--- config.mk ---
export PLATFORM = sky130hd
export DESIGN_NAME = rssc_top
export DESIGN_NICKNAME = d
export VERILOG_FILES = /design/src/rssc_pkg.sv /design/src/rssc_top.sv /design/src/rssc_sync2.sv
export VERILOG_INCLUDE_DIRS = /design/src
export SDC_FILE = /design/constraint.sdc
export NUM_CORES = 1
export LEC_CHECK = 0
export BUFFER_PORTS_ARGS = -buffer_cell sky130_fd_sc_hd__clkbuf_2
export CAP_MARGIN = 30
export CORE_UTILIZATION = 40
export CTS_CLUSTER_DIAMETER = 80
export DETAILED_ROUTE_END_ITERATION = 16
export HOLD_SLACK_MARGIN = 0.08
export MAX_ROUTING_LAYER = met4
export PLACE_DENSITY = 0.72
export SLEW_MARGIN = 5
export SYNTH_ARGS = -nofsm -noshare
export SYNTH_HDL_FRONTEND = slang
export SYNTH_SLANG_ARGS = --single-unit
--- constraint.sdc ---
create_clock -name clk_sys -period 7.3 [get_ports clk_sys]
set_clock_uncertainty 0.1 [all_clocks]
set_input_delay 1.095 -clock clk_sys [delete_from_list [all_inputs] [get_ports clk_sys]]
set_output_delay 1.095 -clock clk_sys [all_outputs]
set_load 0.03 [all_outputs]
--- src/rssc_cfg.svh ---
// rssc_cfg.svh: offsets, codes and timing counts for the reset/standby/sync control block
// assumes: included by bare name from the top module and the testbench
`ifndef RSSC_CFG_SVH
`define RSSC_CFG_SVH
`define RSSC_REG_SRC_SEL     16'hc88f
`define RSSC_REG_SOFT_RST    16'hc800
`define RSSC_REG_CFG_APPLY   16'hc801
`define RSSC_REG_TRIG_MODE   16'hc802
`define RSSC_REG_STATUS      16'hc803
`define RSSC_SRC_SENSOR      8'h00
`define RSSC_SRC_TEST        8'h02
`define RSSC_SRC_RESET       8'h00
`define RSSC_FIRST_CMD_CYC   100
`define RSSC_SOFT_RST_CYC    16
`define RSSC_STBY_FRAMES     2
`define RSSC_CLK_MHZ         125
`endif

--- src/rssc_pkg.sv ---
// rssc_pkg.sv: types for the reset/standby/sync control block
// assumes: cfg header holds all numbers but the state codes
package rssc_pkg;
    typedef enum logic [4:0] {
        RSSC_ST_DEFAULT  = 5'h01,
        RSSC_ST_STREAM   = 5'h02,
        RSSC_ST_IDLE     = 5'h04,
        RSSC_ST_STANDBY  = 5'h08,
        RSSC_ST_SOFTRST  = 5'h10
    } rssc_state_type;
endpackage : rssc_pkg

--- src/rssc_top.sv ---
// rssc_top.sv: pin states, soft reset, hard standby, frame sync and source select
// assumes: host register writes arrive as a decoded strobe from the serial slave
// How it works
// [RQ1] chip reset low forces the reset state
// [RQ2] every output pin is high impedance during reset; sensor reset stays driven low instead
// [RQ3] host holds reset 50 cycles, clock running 10 cycles after
// [RQ4] host runs clock 10 cycles before releasing reset
// [RQ5] register writes ignored until 100 cycles after reset release
// [RQ6] write to soft reset register starts a soft reset sequence
// [RQ7] sensor reset low in reset and default, high in standby states
// [RQ8] strap pins sampled once after reset, then released
// [RQ9] video outputs hi-z in reset, driven only when used otherwise
// [RQ10] host always drives sync, standby, test reset and pixel inputs
// [RQ11] standby high enters hard standby within two frames
// [RQ12] standby low leaves hard standby
// [RQ13] host runs clock 10 cycles before dropping standby
// [RQ14] frame sync pulse starts streaming
// [RQ15] frame sync pulse is copied to sensor trigger output; trigger_oe stays low in the default state, so the pin is not driven there
// [RQ16] single-shot mode emits one frame per trigger
// [RQ17] continuous mode streams frames after one trigger
// [RQ18] frame valid follows sync with fixed latency, aligning cameras
// [RQ19] source select 0x02 plus apply picks test pattern, 0x00 sensor
// [RQ20] test pattern replaces sensor pixels in the pipeline
// [RQ21] reset, standby and frame sync pass two flops first
`timescale 1ns/100ps
`include "rssc_cfg.svh"
module rssc_top (
    input  wire logic        clk_sys,
    input  wire logic        rst,
    input  wire logic        chip_reset_n,
    input  wire logic        standby_in,
    input  wire logic        frame_sync_in,
    input  wire logic        reg_wr,
    input  wire logic        reg_rd,
    input  wire logic [15:0] reg_addr,
    input  wire logic [7:0]  reg_wdata,
    output logic      [7:0]  reg_rdata,
    output logic             reg_ack,
    input  wire logic        sensor_frame_valid,
    input  wire logic        sensor_line_valid,
    input  wire logic [11:0] sensor_pixel,
    input  wire logic [11:0] test_pixel,
    input  wire logic        test_frame_valid,
    input  wire logic        test_line_valid,
    input  wire logic        video_used,
    input  wire logic        trigger_used,
    input  wire logic [3:0]  strap_in,
    output logic      [3:0]  strap_out,
    output logic      [3:0]  strap_oe,
    output logic      [3:0]  strap_value,
    output logic             strap_valid,
    output logic      [11:0] pipe_pixel,
    output logic             pipe_frame_valid,
    output logic             pipe_line_valid,
    output logic             frame_valid_out,
    output logic             frame_valid_oe,
    output logic             sensor_reset_n_out,
    output logic             sensor_reset_oe,
    output logic             trigger_out,
    output logic             trigger_oe,
    output logic             soft_reset_active
);
    localparam int CNT_W = 8;
    localparam logic [CNT_W-1:0] FIRST_CMD = CNT_W'(`RSSC_FIRST_CMD_CYC);
    localparam logic [CNT_W-1:0] SOFT_LEN  = CNT_W'(`RSSC_SOFT_RST_CYC);
    localparam logic [1:0]       STBY_FR   = 2'(`RSSC_STBY_FRAMES);

    logic chip_reset_n_s;
    logic standby_s;
    logic fsync_s;
    logic fsync_prev_q;

    // [RQ21] input synchronisers
    rssc_sync2 #(.RST_VAL(1'b0)) u_sync_rst (
        .clk_sys (clk_sys),
        .rst     (rst),
        .d       (chip_reset_n),
        .q       (chip_reset_n_s)
    );
    rssc_sync2 #(.RST_VAL(1'b0)) u_sync_stby (
        .clk_sys (clk_sys),
        .rst     (rst),
        .d       (standby_in),
        .q       (standby_s)
    );
    rssc_sync2 #(.RST_VAL(1'b0)) u_sync_fs (
        .clk_sys (clk_sys),
        .rst     (rst),
        .d       (frame_sync_in),
        .q       (fsync_s)
    );

    logic [3:0] strap_s;

    // [RQ8] strap pins synced first
    // straps are pins too, so they pass two flops before capture
    for (genvar g = 0; g < 4; g++) begin : g_strap_sync
        rssc_sync2 #(.RST_VAL(1'b0)) u_sync_strap (
            .clk_sys (clk_sys),
            .rst     (rst),
            .d       (strap_in[g]),
            .q       (strap_s[g])
        );
    end

    // [RQ1] held reset while pin low
    wire in_reset = ~chip_reset_n_s;

    rssc_pkg::rssc_state_type state_q;
    rssc_pkg::rssc_state_type state_d;
    logic [CNT_W-1:0] wake_cnt_q;
    logic [CNT_W-1:0] soft_cnt_q;
    logic [7:0]       src_sel_q;
    logic [7:0]       src_live_q;
    logic             trig_cont_q;
    logic             strap_done_q;
    logic [3:0]       strap_q;
    logic [1:0]       stby_frames_q;
    logic             sensor_fv_prev_q;
    logic             single_armed_q;
    logic [7:0]       rdata_q;
    logic             ack_q;

    // [RQ5] link ready after wake delay
    wire link_ready = (wake_cnt_q == FIRST_CMD);
    wire wr_ok      = reg_wr & link_ready & ~in_reset;
    wire rd_ok      = reg_rd & link_ready & ~in_reset;
    wire wr_src     = wr_ok & (reg_addr == `RSSC_REG_SRC_SEL);
    wire wr_soft    = wr_ok & (reg_addr == `RSSC_REG_SOFT_RST);
    wire wr_apply   = wr_ok & (reg_addr == `RSSC_REG_CFG_APPLY);
    wire wr_mode    = wr_ok & (reg_addr == `RSSC_REG_TRIG_MODE);
    wire fsync_rise = fsync_s & ~fsync_prev_q;
    wire fv_fall    = sensor_fv_prev_q & ~sensor_frame_valid;
    wire stby_done  = (stby_frames_q == STBY_FR) | ~sensor_frame_valid;
    wire in_standby = (state_q == rssc_pkg::RSSC_ST_STANDBY);
    wire in_stream  = (state_q == rssc_pkg::RSSC_ST_STREAM);
    wire use_test   = (src_live_q == `RSSC_SRC_TEST);

    wire [7:0] status_word = {3'h0, state_q};
    wire [7:0] rd_mux =
        (reg_addr == `RSSC_REG_SRC_SEL)   ? src_sel_q :
        (reg_addr == `RSSC_REG_TRIG_MODE) ? {7'h00, trig_cont_q} :
        (reg_addr == `RSSC_REG_STATUS)    ? status_word : 8'h00;

    always_comb begin
        state_d = state_q;
        case (state_q)
            rssc_pkg::RSSC_ST_DEFAULT: begin
                // [RQ11] standby request
                if (standby_s)
                    state_d = rssc_pkg::RSSC_ST_STANDBY;
                // [RQ14] sync starts streaming
                else if (fsync_rise)
                    state_d = rssc_pkg::RSSC_ST_STREAM;
            end
            rssc_pkg::RSSC_ST_STREAM: begin
                // [RQ11] stop within two frames
                if (standby_s && stby_done)
                    state_d = rssc_pkg::RSSC_ST_STANDBY;
                // [RQ16] single shot ends after one frame
                else if (!trig_cont_q && fv_fall && !single_armed_q)
                    state_d = rssc_pkg::RSSC_ST_IDLE;
            end
            rssc_pkg::RSSC_ST_IDLE: begin
                if (standby_s)
                    state_d = rssc_pkg::RSSC_ST_STANDBY;
                else if (fsync_rise)
                    state_d = rssc_pkg::RSSC_ST_STREAM;
            end
            rssc_pkg::RSSC_ST_STANDBY: begin
                // [RQ12] leave on standby low
                if (!standby_s)
                    state_d = rssc_pkg::RSSC_ST_IDLE;
            end
            rssc_pkg::RSSC_ST_SOFTRST: begin
                if (soft_cnt_q == SOFT_LEN)
                    state_d = rssc_pkg::RSSC_ST_DEFAULT;
            end
            default: state_d = rssc_pkg::RSSC_ST_DEFAULT;
        endcase
        // [RQ6] soft reset overrides
        if (wr_soft)
            state_d = rssc_pkg::RSSC_ST_SOFTRST;
    end

    always_ff @(posedge clk_sys or posedge rst) begin
        if (rst) begin
            state_q          <= rssc_pkg::RSSC_ST_DEFAULT;
            wake_cnt_q       <= '0;
            soft_cnt_q       <= '0;
            fsync_prev_q     <= 1'b0;
            sensor_fv_prev_q <= 1'b0;
            stby_frames_q    <= 2'h0;
            single_armed_q   <= 1'b0;
        end else if (in_reset) begin
            state_q          <= rssc_pkg::RSSC_ST_DEFAULT;
            wake_cnt_q       <= '0;
            soft_cnt_q       <= '0;
            fsync_prev_q     <= 1'b0;
            sensor_fv_prev_q <= 1'b0;
            stby_frames_q    <= 2'h0;
            single_armed_q   <= 1'b0;
        end else begin
            state_q          <= state_d;
            wake_cnt_q       <= link_ready ? wake_cnt_q : wake_cnt_q + 1'b1;
            soft_cnt_q       <= (state_q == rssc_pkg::RSSC_ST_SOFTRST) ?
                                soft_cnt_q + 1'b1 : '0;
            fsync_prev_q     <= fsync_s;
            sensor_fv_prev_q <= sensor_frame_valid;
            // [RQ11] count frames ended while standby pending
            if (!standby_s || !in_stream)
                stby_frames_q <= 2'h0;
            else if (fv_fall && stby_frames_q != STBY_FR)
                stby_frames_q <= stby_frames_q + 1'b1;
            // [RQ16] trigger seen, its frame not yet started
            if (fsync_rise)
                single_armed_q <= 1'b1;
            else if (sensor_frame_valid)
                single_armed_q <= 1'b0;
        end
    end

    // [RQ19] shadow and apply source select
    always_ff @(posedge clk_sys or posedge rst) begin
        if (rst) begin
            src_sel_q   <= `RSSC_SRC_RESET;
            src_live_q  <= `RSSC_SRC_RESET;
            trig_cont_q <= 1'b0;
        end else if (in_reset || state_q == rssc_pkg::RSSC_ST_SOFTRST) begin
            src_sel_q   <= `RSSC_SRC_RESET;
            src_live_q  <= `RSSC_SRC_RESET;
            trig_cont_q <= 1'b0;
        end else begin
            if (wr_src)
                src_sel_q <= reg_wdata;
            if (wr_apply)
                src_live_q <= src_sel_q;
            // [RQ17] continuous trigger mode bit
            if (wr_mode)
                trig_cont_q <= reg_wdata[0];
        end
    end

    // [RQ8] one strap capture after reset release
    always_ff @(posedge clk_sys or posedge rst) begin
        if (rst) begin
            strap_done_q <= 1'b0;
            strap_q      <= 4'h0;
        end else if (in_reset) begin
            strap_done_q <= 1'b0;
        end else if (!strap_done_q) begin
            strap_done_q <= 1'b1;
            strap_q      <= strap_s;
        end
    end

    always_ff @(posedge clk_sys or posedge rst) begin
        if (rst) begin
            rdata_q <= 8'h00;
            ack_q   <= 1'b0;
        end else begin
            rdata_q <= rd_ok ? rd_mux : rdata_q;
            ack_q   <= wr_ok | rd_ok;
        end
    end

    // [RQ20] test pattern replaces sensor data
    always_ff @(posedge clk_sys or posedge rst) begin
        if (rst) begin
            pipe_pixel       <= 12'h000;
            pipe_frame_valid <= 1'b0;
            pipe_line_valid  <= 1'b0;
            frame_valid_out  <= 1'b0;
        end else begin
            pipe_pixel       <= use_test ? test_pixel : sensor_pixel;
            pipe_frame_valid <= use_test ? test_frame_valid : sensor_frame_valid;
            pipe_line_valid  <= use_test ? test_line_valid : sensor_line_valid;
            // [RQ18] fixed one-cycle latency keeps cameras aligned
            frame_valid_out  <= in_stream & (use_test ? test_frame_valid
                                                      : sensor_frame_valid);
        end
    end

    assign reg_rdata         = rdata_q;
    assign reg_ack           = ack_q;
    assign soft_reset_active = (state_q == rssc_pkg::RSSC_ST_SOFTRST);
    assign strap_value       = strap_q;
    assign strap_valid       = strap_done_q;
    // [RQ8] straps released after sampling
    assign strap_out         = 4'h0;
    assign strap_oe          = 4'h0;
    // [RQ7] sensor reset high only while in standby
    assign sensor_reset_n_out = ~in_reset & in_standby;
    // [RQ2] sensor reset driver stays on, even in reset
    assign sensor_reset_oe   = 1'b1;
    // [RQ9] video driven only when used
    assign frame_valid_oe    = ~in_reset & video_used &
                               (state_q != rssc_pkg::RSSC_ST_SOFTRST);
    // [RQ15] sync copied to trigger output, pin driven only outside the default state
    assign trigger_out       = fsync_s;
    assign trigger_oe        = ~in_reset & trigger_used &
                               (state_q != rssc_pkg::RSSC_ST_DEFAULT);
endmodule : rssc_top

--- src/rssc_sync2.sv ---
// rssc_sync2.sv: two-flop synchroniser for one level
// assumes: d comes from outside the clk_sys domain
`timescale 1ns/100ps
module rssc_sync2 #(
    parameter logic RST_VAL = 1'b0
) (
    input  wire logic clk_sys,
    input  wire logic rst,
    input  wire logic d,
    output logic      q
);
    logic meta_q;
    always_ff @(posedge clk_sys or posedge rst) begin
        if (rst) begin
            meta_q <= RST_VAL;
            q      <= RST_VAL;
        end else begin
            meta_q <= d;
            q      <= meta_q;
        end
    end
endmodule : rssc_sync2

==> results.py <==
metrics = {
    "run_status": {
        "run_status": "finished, final reports clean",
    },
    "setup_path": {
        "cp.buffers_inverters": 2,
        "setup.worst_path.end_class": "output pin",
        "reg2reg_from": "wake_cnt_q[0]",
        "crit_chain": "clkbuf_2 > nand2_1 > a31oi_1 > clkbuf_2",
        "crit_slowest_cell": "sky130_fd_sc_hd__clkbuf_2",
        "required_ns": 6.11,
        "criticalPathCategory": "input port to output pin",
        "critical_path_arrival_ns": 1.73,
        "timing.critical_path.fanout_max": 1,
        "cp_slowest_stage_delay_ns": 0.25,
        "startpoint": "trigger_used",
        "worst_path_dominant_cell_family": "buffers and inverters",
        "setup.worst_path.start_class": "input port",
        "critPathMostFrequentCell": "sky130_fd_sc_hd__clkbuf_2",
    },
    "yosys": {
        "ys_seq_area_share_pct": 57.7,
        "postSynth.topFlopCell": "sky130_fd_sc_hd__dfrtp_1",
        "synth_largest_type_area_fraction_pct": 57.0,
        "ys.warnings.count": 0,
        "async_flop_share_pct": 100,
        "yosys.area.top_type": "sky130_fd_sc_hd__dfrtp_1",
        "yosys.cell_types.count": 48,
        "syn_avg_cell_area_sq_um": 11.7,
        "netlist_area_sq_um": 3730,
        "yosys_register_bits": 86,
        "edff_count_synth": 0,
        "yosys-top-cells-area": "sky130_fd_sc_hd__dfrtp_1 (57%), sky130_fd_sc_hd__mux2_2 (5.4%), sky130_fd_sc_hd__nor2_1 (3.8%)",
        "syn_inst": 318,
    },
    "clocking": {
        "cts_root_buffer": "sky130_fd_sc_hd__clkbuf_8",
        "cts.clk_slew.worst_paths_ns": 0.09,
        "level_count_of_the_clock_h_tree": 3,
        "clock_path_buffers": 2,
        "clock_sinks": 86,
        "cts_setup_buffers": 0,
        "tritoncts.num_buffers": 9,
        "cts_hold_repair.buffers": 0,
        "post_cts.resized_instances": 0,
        "tritoncts_clock_tree": "yes",
        "clk_latency_ns": 0.36,
    },
    "timing": {
        "worst_slack_ns": 4.37,
        "slew_headroom_pct": 39.2,
        "worst-slew-pin-transition_ns": 0.904,
        "maxSlewViolCount": 0,
        "final_min_period_over_clock_period_pct": 40.1,
        "finalHoldViolCount": 0,
        "tmin_final_ns": 2.93,
        "max_freq_mhz": 342,
        "setup_violations": 0,
        "setup_repair_after_global_routing_missed_its_margin": "no",
        "accumulated_negative_setup_slack_ns": 0,
    },
    "global_routing": {
        "groute.usage.overall_pct": 17.3,
        "grt_pass1_wl_microns": 12700,
        "grt_remaining_overflow": 0,
        "grt_pass1_vias": 2718,
        "grt_start_max_net_pins": 56,
        "antenna_found_initial": 0,
    },
    "drt": {
        "drt-initial-drc-count": 147,
        "count_of_unresolved_drc_violations_after_routing": 0,
        "avgViaCountPerCell": 5.15,
        "vias": 2754,
        "routed_wirelength_microns": 7720,
        "antenna_left": 0,
        "routed_wire_length_per_instance_microns": 14.4,
        "drt_first_pass_iters": 4,
    },
    "placement": {
        "globalplace.congestion": 0.833,
        "pre_cts_ws_ns": 4.16,
        "cell_total_after_placement": 519,
        "numPortBuffers": 98,
        "hpwlAfterDp_microns": 5750,
    },
    "layout": {
        "area_used_by_multi_input_combinational_logic_sq_um": 1480,
        "layout.cells.most_common": "sky130_fd_sc_hd__clkbuf_2",
        "nFillCells": 816,
        "final_cell_mix": "sky130_fd_sc_hd__clkbuf_2 (98), sky130_fd_sc_hd__dfrtp_1 (85), sky130_fd_sc_hd__nor2_1 (38), sky130_fd_sc_hd__nand2_1 (19), sky130_fd_sc_hd__mux2_2 (18)",
        "register_cell_area_after_layout_sq_um": 2150,
        "final-instance-count-excl-fill": 535,
        "post_route_cells_drive_above_1_share_pct": 34.0,
        "insertedDiodeCount": 0,
        "layout-area-overhead-vs-synth_pct": 22.8,
        "layout.nets": 492,
    },
    "pwr": {
        "total_power_per_unit_cell_area_nw_per_um2": 225,
        "total_leakage_power_nw": 2.26,
        "portion_of_total_power_attributed_to_sequential_cells_pct": 49.3,
        "clock_power_share_pct": 39.8,
        "internal_power_w": 0.000771,
        "net-switching-power_w": 0.000262,
        "comb_power_share_pct": 11.0,
        "switching_share_pct": 25.4,
        "vdd_ir_drop_max_uv": 131,
    },
    "floorplanning": {
        "top_level_ports": 108,
        "initial_core_util_pct": 42.0,
        "placeableCoreArea_sq_um": 8890,
        "floorplan.rows": 34,
        "floorplan.die_area_sq_um": 9720,
        "die-height_microns": 98.6,
        "die_w_microns": 98.6,
    },
    "min_path": {
        "hp-class": "register to register",
        "timing.hold.worst.start": "u_sync_stby.meta_q",
    },
    "flow_run": {
        "maxCapViolCount": 0,
    },
}
-- metal layers --
layer / GRT usage, % / share of wire [%] / vias to the layer above / wire length, microns
met3: 4.26 / 5.8 / 8 / 445
met1: 21.2 / 45 / 1325 / 3470
li1: - / - / 1318 / -
met4: 5.05 / 0.97 / 0 / 75
met2: 28.3 / 48 / 103 / 3730
met5: - / 0 / - / 0
-- registers in the layout (all words and copies together) (netlist names), 2 cells and up --
register	count
g_strap_sync.u_sync_strap.meta_q	4
g_strap_sync.u_sync_strap.q	4
pipe_pixel	12
reg_rdata	8
soft_cnt_q	8
src_live_q	8
src_sel_q	8
state_q	5
stby_frames_q	2
strap_value	4
wake_cnt_q	8
-- worst register-to-register path: stages (launching register included) --
cell and delay, ns:
sky130_fd_sc_hd__dfrtp_1 0.42, sky130_fd_sc_hd__inv_1 0.10, sky130_fd_sc_hd__ha_1 0.19, sky130_fd_sc_hd__nand4_1 0.11, sky130_fd_sc_hd__nor4_1 0.70, sky130_fd_sc_hd__nand2_1 0.38, sky130_fd_sc_hd__a221oi_1 0.37, sky130_fd_sc_hd__nor2_1 0.08
-- power groups by stage --
stage	Combinational, W	Sequential (W)	Clock (W)
floorplan	0.0000615	0.000530	0
global placement	0.000109	0.000518	0
detailed placement	0.000114	0.000519	0
CTS	0.000114	0.000509	0.000421
global route	0.000124	0.000512	0.000441
finish	0.000113	0.000509	0.000411
-- layout make-up --
class,instances,area share (%)
flip-flops and latches,86,47.0
clock inverters,7,2.73
inverters,10,0.846
multi-input cells,215,32.3
well taps,108,2.95
clock buffers,9,2.70
repair buffers,100,11.5
-- per-stage QoR --
stage	hold WS [ns]	util, %	cell area (sq um)	total power, W
2_1_floorplan	0.231	-	3760	0.000591
4_1_cts	0.257	51.6	4580	0.00104
3_3_place_gp	0.232	48.5	4310	0.000627
5_1_grt	0.263	51.6	4580	0.00108
3_5_place_dp	0.235	48.8	4340	0.000633
6_report	0.254	51.6	4580	0.00103
-- Yosys cell counts, types with 3 or more instances --
cell type                  number
sky130_fd_sc_hd__nand3_1       12
sky130_fd_sc_hd__nor3_1         4
sky130_fd_sc_hd__nor4_1         3
sky130_fd_sc_hd__clkbuf_1       3
sky130_fd_sc_hd__nor4b_1        3
sky130_fd_sc_hd__mux2_2        18
sky130_fd_sc_hd__xnor2_1        4
sky130_fd_sc_hd__xor2_1        11
sky130_fd_sc_hd__nand2_1       19
sky130_fd_sc_hd__inv_1         10
sky130_fd_sc_hd__nor2_1        38
sky130_fd_sc_hd__a22o_1        16
sky130_fd_sc_hd__nand2b_1       3
sky130_fd_sc_hd__and3_1         9
sky130_fd_sc_hd__buf_4          9
sky130_fd_sc_hd__a221oi_1       4
sky130_fd_sc_hd__o21ai_0        3
sky130_fd_sc_hd__a21oi_1        6
sky130_fd_sc_hd__and2_1        10
sky130_fd_sc_hd__ha_1           5
sky130_fd_sc_hd__dfrtp_1       85
sky130_fd_sc_hd__nand4_1        9
-- path summary, 6_finish.rpt --
path	cells after the start	endpoint	slack, ns
max	4	trigger_oe	4.37
min	0	u_sync_stby.q	0.25
max reg2reg	7	reg_rdata[2]	4.75
min reg2reg	0	u_sync_stby.q	0.25
max in group asynchronous	4	state_q[0]	5.77
min in group asynchronous	3	pipe_pixel[9]	0.69
-- logic make-up (layout without fill, tap and decap cells) --
kind of cell | after synthesis | count (layout) | share of synthesized area (%)
xor+xnor | 15 | 15 | 3.52
buf+inv | 24 | 126 | 3.32
compound gates | 40 | 40 | 8.44
flops | 86 | 86 | 57.7
simple gates | 126 | 126 | 19.2
fa+ha+maj | 5 | 5 | 1.68
mux | 20 | 20 | 5.97
other cells | 2 | 9 | 0.201
No activity file was read; power rests on OpenSTA's default activity.
